--- src/sdw_consts.svh ---
// offsets, field positions, reset values and timing counts of the supervisor register block
`ifndef SDW_CONSTS_SVH
`define SDW_CONSTS_SVH

// ----------------------------------------------------------------------------
// register addresses (7-bit serial address field)
// ----------------------------------------------------------------------------
`define SDW_ADDR_WD_TRIG   7'h06
`define SDW_ADDR_DIAG_LOW  7'h08
`define SDW_ADDR_DIAG_MID  7'h09
`define SDW_ADDR_WD_CFG    7'h0E
`define SDW_ADDR_RSVD_F    7'h0F

// ----------------------------------------------------------------------------
// reset values
// ----------------------------------------------------------------------------
`define SDW_RST_DIAG_LOW   8'h03
`define SDW_RST_DIAG_MID   8'h00
`define SDW_RST_WD_CFG     8'h00

// ----------------------------------------------------------------------------
// field positions
// ----------------------------------------------------------------------------
`define SDW_CFG_RES_BIT    0
`define SDW_TRIG_WIN_BIT   0
`define SDW_TRIG_TO_BIT    1
`define SDW_FLG_POR        0
`define SDW_FLG_UV         1
`define SDW_FLG_OT_SD      2
`define SDW_FLG_OT_WARN    3
`define SDW_FLG_OV         4
`define SDW_FLG_WAKE       6
`define SDW_FLG_WD_WIN     7
`define SDW_FLG_TX_STUCK   8
`define SDW_FLG_TSHUT      9
`define SDW_FLG_WD_TO      10
`define SDW_FLG_LDUMP      11

// ----------------------------------------------------------------------------
// timing
// ----------------------------------------------------------------------------
`define SDW_REF_CLK_KHZ    10000
`define SDW_TX_STUCK_MS    1000
`define SDW_WD_TICK_US     512000
`define SDW_WD_RES_MULT    64

`endif

--- src/sdw_pkg.sv ---
// types shared by the supervisor register block
package sdw_pkg;

  // analog and bus monitor inputs, all asynchronous to i_ref_clk
  typedef struct packed {
    logic battery_supply_power_on_reset;
    logic regulated_undervoltage;
    logic overheat_shutdown;
    logic overheat_warning;
    logic battery_overvoltage;
    logic bus_wakeup;
    logic transmit_level;
    logic temporary_shutdown_state;
    logic load_dump;
  } sdw_sense_s;

  // 24-bit diagnostic word; bits 23:16 are not held here and read as zero
  typedef logic [23:0] sdw_diag_word_t;

endpackage : sdw_pkg

--- src/sdw_regs.sv ---
// supervisor register block: serial slave, diagnostic flags and watchdog configuration
//
// How it works
// - Config bit 0 picks 0.512 s or 32.768 s watchdog resolution.
// - Watchdog timeout is bits 7:1 times 0.512 s, times 64 if coarse.
// - Flags form a 24-bit word; low register bits 7:0, mid 15:8.
// - Low bit 0 sets at battery power-on reset, clears on read.
// - Low bit 1 sets on regulated undervoltage, clears on read.
// - Bits 2 and 3 set on overheat shutdown and warning, clear on read.
// - Low bit 4 sets on battery overvoltage, clears on read; bit 5 zero.
// - Low bit 6 sets on bus wakeup, clears on read.
// - Low bit 7 sets on window watchdog misuse, clears on read.
// - Mid bit 0 sets when transmit stays low over 1 s, clears on read.
// - Mid bit 1 sets on entering temporary shutdown, clears on read.
// - Mid bit 2 on timeout watchdog expiry, bit 3 load dump; clear on read.
// - Device is serial slave only; master frames transfers with chip select.
// - Trigger register bits 0 and 1 service watchdogs and self-clear quickly.
`include "sdw_consts.svh"
module sdw_regs #(
  parameter int P_TX_STUCK_CYCLES = `SDW_TX_STUCK_MS * `SDW_REF_CLK_KHZ,
  parameter int P_WD_TICK_CYCLES  = `SDW_WD_TICK_US / 1000 * `SDW_REF_CLK_KHZ
) (
  // clock and reset
  input  wire logic               i_ref_clk,
  input  wire logic               i_reset,
  // serial port
  input  wire logic               i_sclk,
  input  wire logic               i_serial_chip_select_n,
  input  wire logic               i_mosi,
  output logic                    o_miso,
  output logic                    o_miso_oe,
  // monitors
  input  wire sdw_pkg::sdw_sense_s i_sense
);
  import sdw_pkg::*;

  generate
    if (P_TX_STUCK_CYCLES < 2 || P_TX_STUCK_CYCLES > 16777215) begin : g_bad_tx
      $error("transmit stuck count out of range");
    end
  endgenerate

  localparam int SW = $bits(sdw_sense_s) + 3;
  // idle-high monitor levels, crossed inverted so a cleared synchroniser reads idle
  localparam sdw_sense_s SENSE_IDLE = '{transmit_level: 1'b1, default: 1'b0};

  typedef struct packed {
    logic        sclk_prev;
    logic [3:0]  bit_cnt;
    logic [7:0]  rx;
    logic [7:0]  tx;
    logic        is_read;
    logic [6:0]  addr;
    logic        miso;
    logic        miso_oe;
    logic [15:0] flags;
    logic [7:0]  wd_cfg;
    logic [1:0]  trig;
    logic        tshut_prev;
    logic [23:0] tx_low_cnt;
  } sdw_top_s;

  sdw_top_s       st_q;
  sdw_top_s       st_d;
  logic [SW-1:0]  sync_q;
  sdw_sense_s     sense_s;
  logic           sclk_s;
  logic           cs_n_s;
  logic           mosi_s;
  logic           win_fail;
  logic           to_fail;
  logic [15:0]    set_vec;
  logic [15:0]    clr_vec;
  logic [7:0]     rx_n;
  logic           rise;
  logic           fall;
  logic           wr_commit;
  sdw_diag_word_t diag_word;

  // ----------------------------------------------------------------------------
  // synchronisers for pins
  // ----------------------------------------------------------------------------
  sdw_sync2 #(
    .W (SW)
  ) u_sync (
    .i_ref_clk (i_ref_clk),
    .i_reset   (i_reset),
    .i_d       ({i_sense ^ SENSE_IDLE, i_sclk, ~i_serial_chip_select_n, i_mosi}),
    .o_q       (sync_q)
  );

  // unpack synchronised levels; chip select and transmit level travel inverted,
  // so reset shows them idle instead of a false select or a stuck line
  assign sense_s = sync_q[SW-1:3] ^ SENSE_IDLE;
  assign sclk_s  = sync_q[2];
  assign cs_n_s  = ~sync_q[1];
  assign mosi_s  = sync_q[0];

  // ----------------------------------------------------------------------------
  // watchdogs
  // ----------------------------------------------------------------------------
  sdw_watchdog #(
    .P_TICK_CYCLES (P_WD_TICK_CYCLES)
  ) u_wd (
    .i_ref_clk  (i_ref_clk),
    .i_reset    (i_reset),
    .i_cfg      (st_q.wd_cfg),
    .i_win_trig (st_q.trig[`SDW_TRIG_WIN_BIT]),
    .i_to_trig  (st_q.trig[`SDW_TRIG_TO_BIT]),
    .o_win_fail (win_fail),
    .o_to_fail  (to_fail)
  );

  // ----------------------------------------------------------------------------
  // read data selection
  // ----------------------------------------------------------------------------
  function automatic logic [7:0] read_byte(input logic [6:0] a, input sdw_top_s s);
    logic [7:0] r;
    r = 8'h00;
    case (a)
      `SDW_ADDR_DIAG_LOW: r = s.flags[7:0];
      `SDW_ADDR_DIAG_MID: r = s.flags[15:8];
      `SDW_ADDR_WD_CFG:   r = s.wd_cfg;
      default:            r = 8'h00;          // trigger, reserved, unmapped
    endcase
    return r;
  endfunction : read_byte

  // full diagnostic word, upper byte reserved
  assign diag_word = {8'h00, st_q.flags};

  // ----------------------------------------------------------------------------
  // flag set sources
  // ----------------------------------------------------------------------------
  always_comb begin
    set_vec                    = 16'h0000;
    set_vec[`SDW_FLG_POR]      = sense_s.battery_supply_power_on_reset;
    set_vec[`SDW_FLG_UV]       = sense_s.regulated_undervoltage;
    set_vec[`SDW_FLG_OT_SD]    = sense_s.overheat_shutdown;
    set_vec[`SDW_FLG_OT_WARN]  = sense_s.overheat_warning;
    set_vec[`SDW_FLG_OV]       = sense_s.battery_overvoltage;
    set_vec[`SDW_FLG_WAKE]     = sense_s.bus_wakeup;
    set_vec[`SDW_FLG_WD_WIN]   = win_fail;
    set_vec[`SDW_FLG_TX_STUCK] = (st_q.tx_low_cnt == 24'(P_TX_STUCK_CYCLES));
    set_vec[`SDW_FLG_TSHUT]    = sense_s.temporary_shutdown_state
                                 && !st_q.tshut_prev;
    set_vec[`SDW_FLG_WD_TO]    = to_fail;
    set_vec[`SDW_FLG_LDUMP]    = sense_s.load_dump;
  end

  // serial edges seen by the reference clock
  assign rise      = sclk_s && !st_q.sclk_prev;
  assign fall      = !sclk_s && st_q.sclk_prev;
  assign rx_n      = {st_q.rx[6:0], mosi_s};
  assign wr_commit = !cs_n_s && rise && (st_q.bit_cnt == 4'hF) && !st_q.is_read;

  // ----------------------------------------------------------------------------
  // next state
  // ----------------------------------------------------------------------------
  always_comb begin
    st_d            = st_q;
    clr_vec         = 16'h0000;
    st_d.sclk_prev  = sclk_s;
    st_d.tshut_prev = sense_s.temporary_shutdown_state;
    st_d.trig       = 2'b00; // trigger bits live one cycle
    if (cs_n_s) begin
      // frame closed: port idles and releases the data line
      st_d.bit_cnt = 4'h0;
      st_d.tx      = 8'h00;
      st_d.miso    = 1'b0;
      st_d.miso_oe = 1'b0;
    end else begin
      st_d.miso_oe = 1'b1;
      if (rise) begin
        st_d.rx      = rx_n;
        st_d.bit_cnt = st_q.bit_cnt + 4'h1;
        if (st_q.bit_cnt == 4'h7) begin
          // header complete: direction bit then address
          st_d.is_read = rx_n[7];
          st_d.addr    = rx_n[6:0];
          if (rx_n[7]) begin
            st_d.tx = read_byte(rx_n[6:0], st_q);
            if (rx_n[6:0] == `SDW_ADDR_DIAG_LOW) begin
              clr_vec[7:0] = 8'hFF;
            end
            if (rx_n[6:0] == `SDW_ADDR_DIAG_MID) begin
              clr_vec[15:8] = 8'hFF;
            end
          end
        end
        if (wr_commit) begin
          case (st_q.addr)
            `SDW_ADDR_WD_CFG:  st_d.wd_cfg = rx_n;
            `SDW_ADDR_WD_TRIG: st_d.trig   = rx_n[1:0];
            default:           st_d.wd_cfg = st_q.wd_cfg;   // read-only or unmapped
          endcase
        end
      end
      if (fall) begin
        // shift read data out msb first on falling edges
        st_d.miso = st_q.tx[7];
        st_d.tx   = {st_q.tx[6:0], 1'b0};
      end
    end
    // transmit-low timer saturates at its limit
    if (sense_s.transmit_level) begin
      st_d.tx_low_cnt = 24'h000000;
    end else if (st_q.tx_low_cnt != 24'(P_TX_STUCK_CYCLES)) begin
      st_d.tx_low_cnt = st_q.tx_low_cnt + 24'h000001;
    end
    // a new event wins over the clearing read
    st_d.flags = (st_q.flags & ~clr_vec) | set_vec;
  end

  // ----------------------------------------------------------------------------
  // state register
  // ----------------------------------------------------------------------------
  always_ff @(posedge i_ref_clk) begin
    if (i_reset) begin
      st_q       <= '0;
      st_q.flags <= {`SDW_RST_DIAG_MID, `SDW_RST_DIAG_LOW};
      st_q.wd_cfg <= `SDW_RST_WD_CFG;
    end else begin
      st_q <= st_d;
    end
  end

  // outputs straight from flip-flops
  assign o_miso    = st_q.miso;
  assign o_miso_oe = st_q.miso_oe;
endmodule : sdw_regs

--- src/sdw_sync2.sv ---
// two flip-flop synchroniser for a bundle of asynchronous levels
module sdw_sync2 #(
  parameter int W = 1
) (
  // clock and reset
  input  wire logic         i_ref_clk,
  input  wire logic         i_reset,
  // levels
  input  wire logic [W-1:0] i_d,
  output logic      [W-1:0] o_q
);

  typedef struct packed {
    logic [W-1:0] meta;
    logic [W-1:0] q;
  } sdw_sync_s;

  sdw_sync_s st_q;
  sdw_sync_s st_d;

  // ----------------------------------------------------------------------------
  // stages
  // ----------------------------------------------------------------------------
  // first stage feeds only the second
  always_comb begin
    st_d      = st_q;
    st_d.meta = i_d;
    st_d.q    = st_q.meta;
  end

  always_ff @(posedge i_ref_clk) begin
    if (i_reset) begin
      st_q <= '0;
    end else begin
      st_q <= st_d;
    end
  end

  assign o_q = st_q.q;

endmodule : sdw_sync2

--- src/sdw_watchdog.sv ---
// window and timeout watchdogs timed from the timeout configuration register
`include "sdw_consts.svh"
module sdw_watchdog #(
  parameter int P_TICK_CYCLES = `SDW_WD_TICK_US / 1000 * `SDW_REF_CLK_KHZ
) (
  // clock and reset
  input  wire logic       i_ref_clk,
  input  wire logic       i_reset,
  // configuration and triggers
  input  wire logic [7:0] i_cfg,
  input  wire logic       i_win_trig,
  input  wire logic       i_to_trig,
  // failure pulses
  output logic            o_win_fail,
  output logic            o_to_fail
);

  generate
    if (P_TICK_CYCLES < 1 || P_TICK_CYCLES > 8388608) begin : g_bad_tick
      $error("tick count out of range");
    end
  endgenerate

  typedef struct packed {
    logic [22:0] presc;
    logic [12:0] win_cnt;
    logic [12:0] to_cnt;
    logic        win_fail;
    logic        to_fail;
  } sdw_wd_s;

  sdw_wd_s     st_q;
  sdw_wd_s     st_d;
  logic [12:0] limit;
  logic        tick;
  logic        en;

  // ----------------------------------------------------------------------------
  // timeout in ticks of 0.512 s, scaled by 64 at coarse resolution
  // ----------------------------------------------------------------------------
  assign limit = i_cfg[`SDW_CFG_RES_BIT] ? 13'(i_cfg[7:1]) * 13'(`SDW_WD_RES_MULT)
                                         : 13'(i_cfg[7:1]);
  assign en    = (i_cfg[7:1] != 7'h00);
  assign tick  = (st_q.presc == 23'(P_TICK_CYCLES - 1));

  // counters restart on a trigger and on every failure
  always_comb begin
    st_d          = st_q;
    st_d.win_fail = 1'b0;
    st_d.to_fail  = 1'b0;
    st_d.presc    = tick ? 23'h000000 : st_q.presc + 23'h000001;
    if (i_to_trig) begin
      st_d.to_cnt = 13'h0000;
    end else if (tick && en) begin
      if (st_q.to_cnt + 13'h0001 >= limit) begin
        st_d.to_fail = 1'b1;
        st_d.to_cnt  = 13'h0000;
      end else begin
        st_d.to_cnt = st_q.to_cnt + 13'h0001;
      end
    end
    if (i_win_trig) begin
      st_d.win_fail = en && (st_q.win_cnt < (limit >> 1)); // early trigger
      st_d.win_cnt  = 13'h0000;
    end else if (tick && en) begin
      if (st_q.win_cnt + 13'h0001 >= limit) begin
        st_d.win_fail = 1'b1; // missed trigger
        st_d.win_cnt  = 13'h0000;
      end else begin
        st_d.win_cnt = st_q.win_cnt + 13'h0001;
      end
    end
  end

  always_ff @(posedge i_ref_clk) begin
    if (i_reset) begin
      st_q <= '0;
    end else begin
      st_q <= st_d;
    end
  end

  assign o_win_fail = st_q.win_fail;
  assign o_to_fail  = st_q.to_fail;
endmodule : sdw_watchdog

--- config.mk ---
export PLATFORM = sky130hd
export DESIGN_NAME = sdw_regs
export DESIGN_NICKNAME = d
export VERILOG_FILES = /design/src/sdw_pkg.sv /design/src/sdw_regs.sv /design/src/sdw_sync2.sv /design/src/sdw_watchdog.sv
export VERILOG_INCLUDE_DIRS = /design/src
export SDC_FILE = /design/constraint.sdc
export NUM_CORES = 1
export LEC_CHECK = 0
export BUFFER_PORTS_ARGS = -buffer_cell sky130_fd_sc_hd__buf_2
export CORE_UTILIZATION = 60
export CTS_BUF_LIST = sky130_fd_sc_hd__clkbuf_2 sky130_fd_sc_hd__clkbuf_4 sky130_fd_sc_hd__clkbuf_8
export DETAILED_ROUTE_END_ITERATION = 16
export GPL_TIMING_DRIVEN = 0
export PLACE_DENSITY_LB_ADDON = 0.3
export SYNTH_ARGS = -nofsm -noshare
export SYNTH_HDL_FRONTEND = slang
export SYNTH_SLANG_ARGS = --single-unit
--- constraint.sdc ---
create_clock -name i_ref_clk -period 3.5 [get_ports i_ref_clk]
set_input_delay 0.7 -clock i_ref_clk [delete_from_list [all_inputs] [get_ports i_ref_clk]]
set_output_delay 0.7 -clock i_ref_clk [all_outputs]
set_load 0.01 [all_outputs]
==> flow_summary_export.csv <==
group,metric,value,unit
sta,fin_crit,3.27,ns
synth,async_flop_share,0,
synth,avgSynthCellArea,8.77,sq um
sta,setup_violations,0,
setup_path,path_delay_family,"compound AO/OA/AOI/OAI gates",
cts,clkLatencyLatePin,0.46,ns
cts,path_clk_slew,0.09,ns
synth,synth.distinct_cells,51,
synth,synth-seq-area-share,0.428,
sta,hold_viol,0,
synth,synth_top_area_cell,"dfxtp_1",
min_path,hold_class,"primary input to register",
cts,cts_buffers,17,
cts,h-tree-depth,4,
layout,nets,925,
cts,ctsHoldBuffers,0,
place,gp_congestion,0.906,
setup_path,end_kind,"register",
setup_path,rrSetupSlack,0.23,ns
layout,diodes,0,
setup_path,cp_max_fo,6,
sta,worstMarginPinSlew,1.08,ns
cts,cts_buffer_depth,2,
floorplan,die_w,112,um
grt,grt_remaining_overflow,0,
floorplan,io_pins,16,
floorplan,die-area,0.0126,sq mm
synth,synth.top_cells.by_count,"156 x dfxtp_1, 115 x nor2_1, 84 x nand2_1",
detailed_routing,vias,5944,
synth,ys_top_cells_by_area,"dfxtp_1 43%, ha_1 7.7%, nor2_1 5.9%",
cts,root_buffer,"clkbuf_8",
setup_path,worst_setup_path_start_kind,"register",
power_and_ir_drop,p_leak,3.01,nW
synth,synth-edff-count,0,
setup_path,critPathRequiredTime,3.89,ns
detailed_routing,wl_per_cell,15.4,um
place,dpl.hpwl,11.3,mm
grt,grt_max_degree,17,
sta,skew,0.0109,ns
cts,cts_tree,"built",
synth,syn-num-nets,892,
detailed_routing,antenna_left,0,
sta,rsz0062_at_grt,"false",
sta,slew_violations,0,
setup_path,crit_top_cell,"or3_1",
floorplan,core_area,0.0117,sq mm
place,portBuffers,14,
sta,maxSlewHeadroom,0.271,
synth,synth-warning-count,0,
sta,max_freq,0.306,GHz
grt,grt_pass1_vias,5802,
detailed_routing,viasPerCell,5.82,
setup_path,critical_path_class,"register to register",
floorplan,die_y,112,um
setup_path,worstPathArrival,3.65,ns
synth,synthFlopType,"dfxtp_1",
layout,utilization,0.685,
synth,yosysMostFrequentCell,"dfxtp_1",
detailed_routing,dr.pass1.iters,5,
sta,worst_slack,0.235,ns
setup_path,cp_cell_sequence,"nand3_1 > or3_1 > clkbuf_1 > nor2_1 > xor2_1 > ha_1 > o2111a_1 > a221o_1 > a211o_1 > or3_1 > o21ai_0",
setup_path,slowest_delay,0.47,ns
run_status,outcome,"finished, final reports clean",
layout,design_area,0.00799,sq mm
synth,synth_top_cell_area_share,0.428,
detailed_routing,wl,15.7,mm
synth,ys_ff_latch,156,
floorplan,start_util,0.626,
layout,syn_to_final_growth,9.46,%
job,cap_violations,0,
synth,syn-cell-area,0.00730,sq mm
power_and_ir_drop,p_per_area,410,mW/mm^2
grt,antenna_found_initial,0,
place,dpl_worst_slack,-0.00410,ns
layout,drive_above_1_share,0.0751,
floorplan,placementRows,39,
detailed_routing,drcViolationCount,0,
setup_path,crit_buf_inv,1,
synth,synthCells,833,
sta,period_share,0.933,
cts,clock-sinks,156,
place,place_area,0.00755,sq mm
cts,post_cts_buffers,0,
grt,grtUsageTotal,0.263,
power_and_ir_drop,peakVddDrop,0.000399,V
grt,grt_pass1_wl,26.6,mm
detailed_routing,dr.first_iter.drc_count,381,
setup_path,slowest_stage,"dfxtp_1",
[logic make-up after synthesis]
family | Yosys count | share of synthesized area
simple gates | 377 | 0.259
compound gates | 108 | 0.0886
mux | 19 | 0.0260
flops | 156 | 0.428
xor+xnor | 79 | 0.0947
fa+ha+maj | 45 | 0.0771
buf+inv | 49 | 0.0266
[metrics by stage]
stage	hold slack (ns)	total power [mW]	setup TNS [ns]	cells
finish	0.381	3.28	0	1022
global route	0.352	3.38	0	1022
CTS	0.358	3.30	0	1022
detailed placement	0.408	1.92	-0.00410	990
global placement	0.413	1.92	0	990
floorplan	0.394	1.89	0	833
[flip-flops by register name (all words and copies together) (netlist names)]
signal,cells
u_sync.o_q,12
o_miso,1
o_miso_oe,1
diag_word,16
rx_n,7
u_wd.o_to_fail,1
st_q,56
u_sync.st_d,12
u_wd.o_win_fail,1
u_wd.st_q,49
[power breakdown]
group	total, mW	switching (mW)	leakage, nW	internal (mW)
sequential	1.81	0.0115	1.26	1.79
combinational	0.0783	0.0518	1.55	0.0266
clock	1.39	0.735	0.192	0.657
total	3.28	0.798	3.01	2.48
[path summary, 6_finish.rpt]
kind | start | end | cells past startpoint
max | u_wd.st_q[17] | u_wd.st_q[18] | 11
max reg2reg | u_wd.st_q[17] | u_wd.st_q[18] | 11
min | i_sense[2] | u_sync.st_d[5] | 2
min reg2reg | u_sync.o_q[10] | diag_word[1] | 1
[what timing repair did]
item,4_1_cts,5_1_grt
pin swaps,0,0
gates resized for setup,1,10
setup endpoints to repair,10,20
[cell type report]
type                            instances  area (sq um)
Timing Repair Buffer                   14          70.1
Clock buffer                           17           234
Fill cell                             924          3670
Sequential cell                       156          3120
Buffer                                 32           134
Tap cell                              143           179
Clock inverter                         15           180
Inverter                               17          63.8
Multi-Input combinational cell        628          4010
[layout by cell type (no fill, tap or decap), types with 3 or more instances in the layout]
master / count
a211o_1: 4
a21o_1: 5
a21oi_1: 36
a22oi_1: 15
a31oi_1: 5
and2_1: 8
and3_1: 14
and4_1: 7
buf_1: 5
buf_2: 16
clkbuf_1: 23
clkbuf_8: 17
clkinvlp_4: 5
dfxtp_1: 155
ha_1: 45
inv_1: 17
inv_6: 4
mux2i_1: 19
nand2_1: 84
nand2b_1: 11
nand3_1: 49
nand4_1: 16
nor2_1: 114
nor2b_1: 26
nor3_1: 9
nor4_1: 7
nor4b_1: 5
o211ai_1: 3
o21ai_0: 31
or2_2: 4
or3_1: 5
xnor2_1: 31
xor2_1: 48
[layer usage]
metal  GRT usage  share of wire  up-vias
met5           0              0        -
met1       0.336           0.47     2862
met2       0.437           0.47      123
met4       0.103          0.016        0
li1            -              -     2939
met3      0.0562          0.042       20
No activity file was read; power rests on OpenSTA's default activity.
